`src/common/edhcpd_consts.vh`:
```
// constants for the edh control pin decoder
// Behaviour
// - three-bit field index output, bit 2 most significant.
// - reset low holds all control logic in reset.
// - receive/transmit select high selects receive mode.
// - receive/transmit select low selects transmit mode.
// - crc mode input high enables crc check, low disables.
// - ntsc blanking: 19 lines when select low, 9 lines when high.
// - pal composite blanking: 17 lines when low, 7 lines when high.
// - passthru high forwards error packets unchanged, no insert or update.
// - bit-reverse high mirrors the ten-bit video output bus.
// - blanking control low replaces video words by blanking levels.
// - tracker disable high stops flywheel, low keeps it running.
// - clip-and-fix high enables sync blanking, clipping and trs insertion.
// - pin and host bit merge into one effective control value.
// - and/or operators combine pin and host bit logically.
// - pin-precedence operator uses the pin, ignores host bit.
// - host-precedence operator uses host bit, ignores the pin.
// - everything is timed by the rising pixel clock edge.
// - tracker disable is pin or host bit.
`ifndef EDHCPD_CONSTS_VH
`define EDHCPD_CONSTS_VH
`define EDHCPD_OP_AND 2'h0
`define EDHCPD_OP_OR 2'h1
`define EDHCPD_OP_PIN 2'h2
`define EDHCPD_OP_HOST 2'h3
`define EDHCPD_VBI_NTSC_LONG 5'h13
`define EDHCPD_VBI_NTSC_SHORT 5'h09
`define EDHCPD_VBI_PAL_LONG 5'h11
`define EDHCPD_VBI_PAL_SHORT 5'h07
`define EDHCPD_FIELD_RST 3'h0
`define EDHCPD_SYNC_RST 9'h000
`define EDHCPD_SYNC_BLANK_RST 9'h008
`define EDHCPD_FLAG_RST 1'b0
`define EDHCPD_VIDEO_RST 10'h000
`define EDHCPD_BLANK_LUMA 10'h040
`define EDHCPD_BLANK_CHROMA 10'h200
`endif

```
`src/design/edhcpd_decode.v`:
```
// static control pin decoder with pin/host merge
`timescale 1ns/10ps
`include "edhcpd_consts.vh"
module edhcpd_decode (
    input wire pixel_clock_in,
    input wire rst_n,
    input wire rx_tx_select,
    input wire crc_mode_pin,
    input wire vblank_length_select,
    input wire host_vblank_length_select,
    input wire error_packet_passthru,
    input wire lsb_top_pin,
    input wire blank_en_n,
    input wire timing_tracker_disable,
    input wire host_timing_tracker_disable,
    input wire clip_and_sync_fix_enable,
    input wire is_pal,
    input wire is_composite,
    input wire [2:0] field_in,
    input wire [9:0] video_in,
    output reg [2:0] field_index,
    output reg receive_mode,
    output reg transmit_mode,
    output reg crc_check_enable,
    output reg [4:0] vblank_lines,
    output reg packet_insert_enable,
    output reg tracker_enable,
    output reg sync_blank_enable,
    output reg clip_enable,
    output reg trs_insert_enable,
    output reg blanking_active,
    output reg [9:0] video_out
);
    // one generic merge so every pin/host pair uses the same operator table
    function merge;
        input [1:0] op;
        input pin_val;
        input host_val;
        begin
            case (op)
                `EDHCPD_OP_AND: merge = pin_val & host_val;
                `EDHCPD_OP_OR: merge = pin_val | host_val;
                `EDHCPD_OP_PIN: merge = pin_val;
                default: merge = host_val;
            endcase
        end
    endfunction

    // written out bit by bit so the wiring of the mirror is plain to see
    function [9:0] reverse10;
        input [9:0] d;
        begin
            reverse10[0] = d[9];
            reverse10[1] = d[8];
            reverse10[2] = d[7];
            reverse10[3] = d[6];
            reverse10[4] = d[5];
            reverse10[5] = d[4];
            reverse10[6] = d[3];
            reverse10[7] = d[2];
            reverse10[8] = d[1];
            reverse10[9] = d[0];
        end
    endfunction

    // short or long blanking interval by the merged select
    function [4:0] pick_lines;
        input sel;
        input [4:0] short_len;
        input [4:0] long_len;
        begin
            pick_lines = sel ? short_len : long_len;
        end
    endfunction

    // two-stage synchroniser, first stage read only by second
    reg [8:0] sync_a;
    reg [8:0] sync_b;
    // packing order fixes the sync_b bit of every pin below
    wire [8:0] raw_pins = {
        rx_tx_select,
        crc_mode_pin,
        vblank_length_select,
        error_packet_passthru,
        lsb_top_pin,
        blank_en_n,
        timing_tracker_disable,
        clip_and_sync_fix_enable,
        host_vblank_length_select
    };
    always @(posedge pixel_clock_in or negedge rst_n) begin
        if (!rst_n) begin
            sync_a <= `EDHCPD_SYNC_BLANK_RST;
        end else begin
            sync_a <= raw_pins;
        end
    end

    // blanking stage resets high so video is not blanked out of reset
    always @(posedge pixel_clock_in or negedge rst_n) begin
        if (!rst_n) begin
            sync_b <= `EDHCPD_SYNC_BLANK_RST;
        end else begin
            sync_b <= sync_a;
        end
    end

    wire s_rx = sync_b[8];
    wire s_crc = sync_b[7];
    wire s_vbl = sync_b[6];
    wire s_pass = sync_b[5];
    wire s_lsb = sync_b[4];
    wire s_blank_n = sync_b[3];
    wire s_fly = sync_b[2];
    wire s_clip = sync_b[1];
    wire s_host_vbl = sync_b[0];
    // host tracker bit is assumed to come from host logic on this clock
    // combining operator of each control that also has a host bit
    localparam [1:0] FLY_OP = `EDHCPD_OP_OR;
    localparam [1:0] VBL_OP = `EDHCPD_OP_AND;
    wire eff_fly_dis = merge(FLY_OP, s_fly, host_timing_tracker_disable);
    // blanking length pin and host bit are and-merged
    wire eff_vbl = merge(VBL_OP, s_vbl, s_host_vbl);

    reg [4:0] next_vblank_lines;
    always @* begin
        if (!is_pal) begin
            next_vblank_lines = pick_lines(eff_vbl, `EDHCPD_VBI_NTSC_SHORT,
                `EDHCPD_VBI_NTSC_LONG);
        end else if (is_composite) begin
            next_vblank_lines = pick_lines(eff_vbl, `EDHCPD_VBI_PAL_SHORT,
                `EDHCPD_VBI_PAL_LONG);
        end else begin
            // pal component expects the select low; long interval either way
            next_vblank_lines = `EDHCPD_VBI_PAL_LONG;
        end
    end

    // blanking level by word parity: chroma-like words 0x200, luma words 0x040
    function [9:0] blank_level;
        input phase;
        begin
            if (phase) begin
                blank_level = `EDHCPD_BLANK_LUMA;
            end else begin
                blank_level = `EDHCPD_BLANK_CHROMA;
            end
        end
    endfunction

    reg word_phase;
    wire [9:0] blank_word = blank_level(word_phase);
    wire [9:0] staged = s_blank_n ? video_in : blank_word;

    // next values of the registered outputs
    // field index, bit 2 msb
    wire [2:0] next_field_index = field_in;
    wire next_receive_mode = s_rx;
    wire next_transmit_mode = ~s_rx;
    wire next_crc_check_enable = s_crc;
    wire next_packet_insert_enable = ~s_pass;
    wire next_tracker_enable = ~eff_fly_dis;
    wire next_sync_blank_enable = s_clip;
    wire next_clip_enable = s_clip;
    wire next_trs_insert_enable = s_clip;
    wire next_blanking_active = ~s_blank_n;
    // alternates every word, 0x200 first after reset
    wire next_word_phase = ~word_phase;
    // reversal after blanking, so blank levels are mirrored too
    wire [9:0] next_video_out = s_lsb ? reverse10(staged) : staged;

    always @(posedge pixel_clock_in or negedge rst_n) begin
        if (!rst_n) begin
            field_index <= `EDHCPD_FIELD_RST;
        end else begin
            field_index <= next_field_index;
        end
    end

    always @(posedge pixel_clock_in or negedge rst_n) begin
        if (!rst_n) begin
            receive_mode <= `EDHCPD_FLAG_RST;
        end else begin
            receive_mode <= next_receive_mode;
        end
    end

    always @(posedge pixel_clock_in or negedge rst_n) begin
        if (!rst_n) begin
            transmit_mode <= `EDHCPD_FLAG_RST;
        end else begin
            transmit_mode <= next_transmit_mode;
        end
    end

    always @(posedge pixel_clock_in or negedge rst_n) begin
        if (!rst_n) begin
            crc_check_enable <= `EDHCPD_FLAG_RST;
        end else begin
            crc_check_enable <= next_crc_check_enable;
        end
    end

    always @(posedge pixel_clock_in or negedge rst_n) begin
        if (!rst_n) begin
            vblank_lines <= `EDHCPD_VBI_NTSC_LONG;
        end else begin
            vblank_lines <= next_vblank_lines;
        end
    end

    always @(posedge pixel_clock_in or negedge rst_n) begin
        if (!rst_n) begin
            packet_insert_enable <= `EDHCPD_FLAG_RST;
        end else begin
            packet_insert_enable <= next_packet_insert_enable;
        end
    end

    always @(posedge pixel_clock_in or negedge rst_n) begin
        if (!rst_n) begin
            tracker_enable <= `EDHCPD_FLAG_RST;
        end else begin
            tracker_enable <= next_tracker_enable;
        end
    end

    always @(posedge pixel_clock_in or negedge rst_n) begin
        if (!rst_n) begin
            sync_blank_enable <= `EDHCPD_FLAG_RST;
        end else begin
            sync_blank_enable <= next_sync_blank_enable;
        end
    end

    always @(posedge pixel_clock_in or negedge rst_n) begin
        if (!rst_n) begin
            clip_enable <= `EDHCPD_FLAG_RST;
        end else begin
            clip_enable <= next_clip_enable;
        end
    end

    always @(posedge pixel_clock_in or negedge rst_n) begin
        if (!rst_n) begin
            trs_insert_enable <= `EDHCPD_FLAG_RST;
        end else begin
            trs_insert_enable <= next_trs_insert_enable;
        end
    end

    always @(posedge pixel_clock_in or negedge rst_n) begin
        if (!rst_n) begin
            blanking_active <= `EDHCPD_FLAG_RST;
        end else begin
            blanking_active <= next_blanking_active;
        end
    end

    // word parity for the blanking level
    always @(posedge pixel_clock_in or negedge rst_n) begin
        if (!rst_n) begin
            word_phase <= `EDHCPD_FLAG_RST;
        end else begin
            word_phase <= next_word_phase;
        end
    end

    always @(posedge pixel_clock_in or negedge rst_n) begin
        if (!rst_n) begin
            video_out <= `EDHCPD_VIDEO_RST;
        end else begin
            video_out <= next_video_out;
        end
    end
endmodule // edhcpd_decode

```
`config.mk`:
```
export PLATFORM = sky130hd
export DESIGN_NAME = edhcpd_decode
export DESIGN_NICKNAME = d
export VERILOG_FILES = /design/src/design/edhcpd_decode.v
export VERILOG_INCLUDE_DIRS = /design/src /design/src/common
export SDC_FILE = /design/constraint.sdc
export NUM_CORES = 1
export LEC_CHECK = 0
export ABC_AREA = 1
export BUFFER_PORTS_ARGS = -buffer_cell sky130_fd_sc_hd__buf_2
export CELL_PAD_IN_SITES_DETAIL_PLACEMENT = 1
export CELL_PAD_IN_SITES_GLOBAL_PLACEMENT = 1
export CORE_UTILIZATION = 40
export CTS_BUF_LIST = sky130_fd_sc_hd__clkbuf_4
export CTS_CLUSTER_DIAMETER = 50
export DETAILED_ROUTE_END_ITERATION = 7
export PLACE_DENSITY = 0.83
export SYNTH_ARGS = -nofsm -noshare
export SYNTH_HDL_FRONTEND = slang
export SYNTH_SLANG_ARGS = --single-unit
```
`constraint.sdc`:
```
create_clock -name pixel_clock_in -period 3.1 [get_ports pixel_clock_in]
set_clock_uncertainty 0.15 [all_clocks]
set_input_delay 0.465 -clock pixel_clock_in [delete_from_list [all_inputs] [get_ports pixel_clock_in]]
set_output_delay 0.465 -clock pixel_clock_in [all_outputs]
set_load 0.03 [all_outputs]
```
==> flow_summary.yaml, run 1 <==
outcome:
  outcome: "completed"
cells_and_area:
  multi_input_area_um2: 176
  layout_common_cells: "buf_2 (52), dfrtp_1 (39), nand2_1 (13), nand3_1 (13)"
  drive_gt1_share_pct: 43.0
  seqCellArea_mm2: 0.00108
  syn_to_final_growth_pct: 23.6
  n_fill_cell: 354
  layout.nets: 175
  final_common_cell: "buf_2"
  antenna_cells: 0
global_routing:
  antenna_found_initial: 0
  grt_pass1_wl_um: 3910
  met2_usage_pct: 30.3
  grt-busiest-layer: "met2"
  grt_pass1_vias: 929
  grt_use_met1_pct: 14.3
  grtUsageMet3_pct: 4.11
  grt_overflow: 0
  grt_start_max_net_pins: 44
  track_usage_pct: 15.9
place:
  routabilityCongestion: 0.713
  detailed_place_hpwl_um: 1880
  dp_slack_ns: 1.72
  portBuffers: 52
timing:
  tightestPinTransition_ns: 0.897
  hold_viol_final: 0
  fin_crit_sh_pct: 54.5
  rsz0062_at_grt: "false"
  finalSetupViolCount: 0
  finalWorstSetupSlack_ns: 1.41
  fmax_mhz: 592
  finalCriticalPeriod_ns: 1.69
  timing.hold.ws_ns: 0.0537
  slew_headroom_pct: 40.2
  drv_slew: 0
  setup_tns_ns: 0
routing:
  ant_nets: 0
  drc: 0
  drtPass1Iterations: 4
  num_vias: 855
  drt-vias-per-instance: 4.43
  drt_iter0_drc: 16
  routed_wl_um: 2450
  wl_per_cell_um: 12.7
synthesis:
  synth.cell_area_mm2: 0.00134
  synth_area_leaders: "dfrtp_1 (73%), dfstp_2 (7.8%), nand3_1 (4.9%)"
  yosys.area.top_type: "dfrtp_1"
  synth_top_area_share_pct: 72.8
  syn_area_per_cell_um2: 14.1
  ys_warn_count: 0
  synth_cells: 95
  yosysSeqAreaShare_pct: 80.7
  synthesis.nets: 122
  synth_cell_type_count: 16
  synth-seq-cells: 43
die:
  die_area_mm2: 0.00359
  core_area_mm2: 0.00313
  die_y_um: 59.9
  row_count: 20
  fp.dieW_um: 59.9
  ioPinCount: 54
  start_util_pct: 42.8
clock_tree:
  holdBufCountCts: 0
  cts_tree: "done"
  path_clk_slew_ns: 0.12
  cts_buffers: 5
  insertion_delay_ns: 0.35
  postCtsSetupRepairBufs: 0
  cts_root_buffer: "clkbuf_4"
  numClockSinks: 43
  clockBufferDepth: 2
  cts-resized-gates: 0
  htree_num_levels: 2
critical_path:
  critPathCaptureType: "output port"
  critPathMaxFanout: 1
  crit_family: "flip-flops"
  cp_data_required_time_ns: 2.48
  crit_slowest_cell: "dfstp_2"
  path_buf_inv: 1
  path_class: "flip-flop to output port"
  critical_path.max_stage_delay_ns: 0.54
  cp-start-kind: "flip-flop"
  critPathArrivalTime_ns: 1.07
  crit_chain: "buf_2"
power_and_ir_drop:
  ir_drop_mv: 0.301
  power_w: 0.000978
  power_leakage_nw: 0.874
  p_per_area_mw_per_mm2: 590
hold_path:
  min_path_type: "input pin to flip-flop"
run:
  max_cap_viol_count: 0
## state kept, by name, indices dropped and copies added, names as in the netlist, 3 cells and up
signal,flops
video_out,10
vblank_lines,4
sync_a,9
field_index,3
sync_b,9
## logic make-up after synthesis
family                 share of synthesized area, %
flip-flops                                     80.7
AND/OR/NAND/NOR                                9.34
buffers and inverters                          6.16
AO/OA/AOI/OAI                                  3.55
other                                         0.280
## path summary, 6_finish.rpt
kind / slack, ns / depth (start not counted) / to / start
worst min register to register: 0.21 / 0 / sync_b[2] / sync_a[2]
worst min-delay path: 0.05 / 1 / sync_a[3] / blank_en_n
worst max-delay path: 1.41 / 1 / vblank_lines[1] / vblank_lines[1]
max in group asynchronous: 2.16 / 1 / video_out[4] / rst_n
min in group asynchronous: 0.08 / 1 / sync_a[2] / rst_n
worst max register to register: 1.82 / 4 / video_out[0] / sync_b[3]
## metrics by stage
stage,cell area [µm²],cells,utilization (%)
after floorplan,1340,95,-
after CTS,1660,193,53.0
final,1660,193,53.0
after global placement,1600,185,51.1
after global routing,1660,193,53.0
after detailed placement,1600,185,51.1
## cell type report
| cell class | instances | share of cell area (%) |
|---|---|---|
| clock buffers | 5 | 2.27 |
| well taps | 44 | 3.32 |
| flip-flops and latches | 43 | 65.3 |
| clock inverters | 3 | 1.21 |
| multi-input cells | 39 | 10.6 |
| inverters | 7 | 1.59 |
| repair buffers | 52 | 15.7 |
## power breakdown
group | switching, W | internal [W] | leakage, nW
Combinational | 0.0000775 | 0.0000318 | 0.335
Clock | 0.000176 | 0.0000870 | 0.0288
Sequential | 0.0000130 | 0.000593 | 0.510
Total | 0.000266 | 0.000712 | 0.874
## synthesized netlist by cell type
| cell | n |
|---|---|
| nand3_1 | 13 |
| o21ai_1 | 1 |
| o21bai_1 | 1 |
| o21ai_0 | 6 |
| nand2_1 | 13 |
| buf_8 | 1 |
| inv_1 | 6 |
| dfrtp_1 | 39 |
| dfstp_2 | 4 |
| inv_2 | 1 |
| buf_6 | 1 |
| clkbuf_4 | 1 |
| buf_4 | 3 |
| a21oi_1 | 1 |
| nor2_1 | 3 |
| conb_1 | 1 |
## per-layer routing
metal,vias to the layer above,share of wire (%)
li1,400,-
met1,420,34
met2,28,60
met3,7,4.2
met4,0,2.2
met5,-,0
No activity file was read; power rests on OpenSTA's default activity.
==> inputs of run 2 (changes only) <==
Settings changed: CORE_UTILIZATION 40 to 34, PLACE_DENSITY 0.83 to 0.75.
Clock period 3.1 ns to 1.55 ns, I/O delays scaled along.
==> run 2 against run 1 <==
Via count is 9.4% higher. Die area increased by 17%. Clock power up 100%. Power increased by 110%. Sequential power increased by 100%.
==> flow_summary.yaml, run 2 (synthesis gave the netlist of run 1 again) <==
critical_path:
  r2r_setup_slack_ns: 0.28
  path_buf_inv: 1
  cp-start-kind: "flip-flop"
  reg2reg_to: "video_out[3]"
  critical_path.max_stage_delay_ns: 0.54
  r2r-start: "sync_b[3]"
  critPathCaptureType: "output port"
  path_class: "flip-flop to output port"
  crit_family: "flip-flops"
  critPathMaxFanout: 1
  crit_chain: "buf_2"
  critPathArrivalTime_ns: 1.07
  cp_data_required_time_ns: 1.17
  r2r_cells: 4
  crit_slowest_cell: "dfstp_2"
clock_tree:
  numClockSinks: 43
  clockBufferDepth: 2
  cts_root_buffer: "clkbuf_4"
  cts_buffers: 5
  path_clk_slew_ns: 0.13
  cts_tree: "done"
  postCtsSetupRepairBufs: 0
  insertion_delay_ns: 0.35
  htree_num_levels: 2
routing:
  wl_per_cell_um: 12.5
  ant_nets: 0
  drt-vias-per-instance: 4.27
  num_vias: 935
  drc: 0
  drtPass1Iterations: 4
  routed_wl_um: 2740
  drt_iter0_drc: 25
cells_and_area:
  fin_area_mm2: 0.00190
  postLayoutCoreUtil_pct: 51.2
  layout_common_cells: "buf_2 (52), dfrtp_1 (39), dlygate4sd3_1 (21)"
  syn_to_final_growth_pct: 42.0
  antenna_cells: 0
  largest_reg_flops: 10
  largest_register: "video_out"
  drive_gt1_share_pct: 40.4
  reg_top3: "video_out x10, sync_a x9, sync_b x9"
  final_common_cell: "buf_2"
  layout.nets: 197
run:
  max_cap_viol_count: 0
outcome:
  outcome: "completed"
timing:
  hold_viol_final: 0
  drv_slew: 0
  fmax_mhz: 688
  finalSetupViolCount: 0
  finalCriticalPeriod_ns: 1.45
  setup_tns_ns: 0
  rsz0062_at_grt: "false"
  fin_crit_sh_pct: 93.8
global_routing:
  grt_overflow: 0
  grt_pass1_vias: 1015
  grt_start_max_net_pins: 28
  grt_pass1_wl_um: 4620
  antenna_found_initial: 0
  track_usage_pct: 15.5
die:
  core_area_mm2: 0.00372
  die_y_um: 64.8
  fp.dieW_um: 64.8
  row_count: 22
  ioPinCount: 54
  start_util_pct: 36.1
  die_area_mm2: 0.00420
place:
  portBuffers: 52
  detailed_place_hpwl_um: 1830
  routabilityCongestion: 0.781
  placed_cell_area_mm2: 0.00162
hold_path:
  holdPathEnd: "video_out[1]"
  min_from: "video_in[8]"
  min_path_type: "input pin to flip-flop"
  hold_depth: 3
power_and_ir_drop:
  p_per_area_mw_per_mm2: 1060
  power_w: 0.00202
  ir_drop_mv: 0.574
  power_leakage_nw: 0.976
-- run 2: stage by stage --
| step | setup slack, ns | std cells | hold WS (ns) |
|---|---|---|---|
| after floorplan | 0.446 | 95 | -0.213 |
| after global placement | 0.387 | 190 | 0.0164 |
| after detailed placement | 0.269 | 190 | 0.0229 |
| after CTS | 0.0617 | 220 | 0.00729 |
| after global routing | 0.0412 | 219 | 0.00871 |
| final | 0.0955 | 219 | 0.0179 |
-- run 2: where the power goes --
part           internal [W]  total [W]  leakage [nW]  switching (W)
clock network      0.000193   0.000536        0.0317       0.000343
registers           0.00119    0.00121         0.510      0.0000271
logic              0.000104   0.000268         0.434       0.000164
-- run 2: what timing repair did --
item / 4_1_cts / 5_1_grt
gates resized for setup: 0 / 3
endpoints found under the setup margin: 0 / 1
hold endpoints to repair: 64 / 0
hold buffers: 22 / 0
-- run 2: area by class of cell --
cell class / instances / area [µm²]
inverter: 7 / 26.3
clock buffer: 6 / 45.0
clock inverter: 2 / 12.5
timing repair buffer: 74 / 490
multi-input combinational: 39 / 188
tap: 48 / 60.1
fill: 410 / 1810
sequential: 43 / 1080
-- run 2: worst reg2reg max path: stages (launching register included) --
cell     delay [ns]
dfstp_2        0.71
inv_1          0.11
nand2_1        0.10
nand3_1        0.07
nand2_1        0.08
-- run 2: metal layers --
layer | up-vias | global-route usage [%] | part of all wire [%]
li1 | 445 | - | -
met1 | 455 | 16.3 | 38
met2 | 31 | 28.4 | 56
met3 | 4 | 4.40 | 5.1
met4 | 0 | 6.39 | 0.77
met5 | - | 0 | 0
-- run 2: worst max-delay path by stage --
stage	startpoint	endpoint	slack, ns	cells past startpoint
2_1_floorplan	clip_enable	sync_blank_enable	0.45	1
3_3_place_gp	sync_b[3]	video_out[0]	0.39	4
3_5_place_dp	sync_b[3]	video_out[0]	0.27	4
4_1_cts	is_composite	vblank_lines[1]	0.06	5
5_1_grt	vblank_lines[4]	vblank_lines[4]	0.04	1
6_report	vblank_lines[1]	vblank_lines[1]	0.1	1
==> inputs of run 3 (changes only) <==
Settings changed: SETUP_SLACK_MARGIN from default to 0.3.
==> run 3 against run 2 <==
Cell area rose by 9.3%. Worst setup slack improved by 0.054 ns. Sequential share of layout area is 4.8 points lower. Combinational power is 21% higher. Largest cell class unchanged.
==> flow_summary.yaml, run 3 (synthesis gave the netlist of run 1 again) <==
timing:
  fin_crit_sh_pct: 90.3
  hold_viol_final: 0
  rsz0062_at_grt: "true"
  finalWorstSetupSlack_ns: 0.150
  fmax_mhz: 714
  finalCriticalPeriod_ns: 1.40
  drv_slew: 0
  finalSetupViolCount: 0
  setup_tns_ns: 0
place:
  portBuffers: 52
  detailed_place_hpwl_um: 1830
  routabilityCongestion: 0.781
  placed_cell_area_mm2: 0.00162
  dp_slack_ns: 0.269
run:
  max_cap_viol_count: 0
cells_and_area:
  syn_to_final_growth_pct: 55.2
  layout_common_cells: "dfrtp_1 (38), buf_2 (27), buf_6 (27)"
  reg_top3: "video_out x10, sync_a x9, sync_b x9"
  antenna_cells: 0
  n_fill_cell: 392
  drive_gt1_share_pct: 40.2
  largest_reg_flops: 10
  fin_area_mm2: 0.00208
  largest_register: "video_out"
  layout.nets: 200
  final_common_cell: "dfrtp_1"
global_routing:
  grt_pass1_vias: 1044
  grt_pass1_wl_um: 4590
  antenna_found_initial: 0
  track_usage_pct: 15.3
  grt_start_max_net_pins: 28
  grt_overflow: 0
die:
  ioPinCount: 54
  start_util_pct: 36.1
  die_y_um: 64.8
  row_count: 22
  core_area_mm2: 0.00372
  fp.dieW_um: 64.8
  die_area_mm2: 0.00420
power_and_ir_drop:
  p_per_area_mw_per_mm2: 1000
  clkPwrFrac_pct: 25.8
  switching_share_pct: 26.2
  intPower_w: 0.00153
  power_frac_comb_pct: 15.6
  ir_drop_mv: 0.603
  power_frac_seq_pct: 58.6
  p_switching_w: 0.000545
  power_leakage_nw: 1.03
outcome:
  outcome: "completed"
routing:
  drt-vias-per-instance: 4.28
  drc: 0
  drt_iter0_drc: 52
  drtPass1Iterations: 3
  wl_per_cell_um: 12.8
  ant_nets: 0
  routed_wl_um: 2850
  num_vias: 951
critical_path:
  r2r_cells: 3
  crit_chain: "buf_6"
  cp_data_required_time_ns: 1.17
  crit_family: "flip-flops"
  critPathCaptureType: "output port"
  crit_slowest_cell: "dfstp_2"
  critical_path.max_stage_delay_ns: 0.55
  critPathMaxFanout: 1
  r2r-start: "sync_b[3]"
  path_buf_inv: 1
  r2r_setup_slack_ns: 0.37
  critPathArrivalTime_ns: 1.02
  cp-start-kind: "flip-flop"
  reg2reg_to: "video_out[4]"
  path_class: "flip-flop to output port"
hold_path:
  holdPathEnd: "video_out[8]"
  hold_depth: 3
  min_from: "video_in[1]"
  min_path_type: "input pin to flip-flop"
clock_tree:
  clockBufferDepth: 2
  insertion_delay_ns: 0.35
  cts_tree: "done"
  htree_num_levels: 2
  numClockSinks: 43
  path_clk_slew_ns: 0.12
  cts_root_buffer: "clkbuf_4"
  cts_buffers: 5
## run 3: what timing repair did
item | 4_1_cts | 5_1_grt
gates resized for setup | 52 | 4
setup buffers | 3 | 0
endpoints found under the setup margin | 31 | 34
hold buffers | 21 | 0
hold endpoints to repair | 64 | 0
## run 3: power groups by stage
| stage | Clock, W | Combinational [W] | Sequential, W |
|---|---|---|---|
| after global placement | 0 | 0.000220 | 0.00123 |
| after CTS | 0.000556 | 0.000324 | 0.00122 |
| final | 0.000537 | 0.000324 | 0.00122 |
| after floorplan | 0 | 0.0000573 | 0.00130 |
| after global routing | 0.000612 | 0.000348 | 0.00122 |
| after detailed placement | 0 | 0.000225 | 0.00124 |
## run 3: per-layer routing
layer | wire [µm] | vias to the layer above | track usage (%)
met2 | 1700 | 29 | 30.5
met5 | 0 | - | 0
li1 | - | 450 | -
met4 | 32 | 0 | 5.83
met3 | 108 | 3 | 4.23
met1 | 1000 | 469 | 14.4
## run 3: worst max-delay path by stage
stage	start	cells past startpoint	slack, ns	to
2_1_floorplan	clip_enable	1	0.45	sync_blank_enable
3_3_place_gp	sync_b[3]	4	0.39	video_out[0]
3_5_place_dp	sync_b[3]	4	0.27	video_out[0]
4_1_cts	vblank_lines[1]	1	0.14	vblank_lines[1]
5_1_grt	vblank_lines[1]	1	0.11	vblank_lines[1]
6_report	vblank_lines[1]	1	0.15	vblank_lines[1]
## run 3: layout make-up
class | count | area (µm²) | share of cell area [%]
Clock inverter | 2 | 12.5 | 0.602
Timing Repair Buffer | 77 | 677 | 32.6
Tap cell | 48 | 60.1 | 2.89
Inverter | 7 | 26.3 | 1.26
Sequential cell | 43 | 1080 | 52.0
Multi-Input combinational cell | 39 | 176 | 8.48
Clock buffer | 6 | 45.0 | 2.17
## run 3: per-stage QoR
step / hold slack [ns] / total power (W) / cells / utilization, %
after floorplan: -0.213 / 0.00136 / 95 / -
after global placement: 0.0164 / 0.00145 / 190 / 43.7
after detailed placement: 0.0229 / 0.00146 / 190 / 43.7
after CTS: 0.00550 / 0.00210 / 222 / 56.0
after global routing: 0.00606 / 0.00218 / 222 / 56.0
final: 0.0105 / 0.00208 / 222 / 56.0
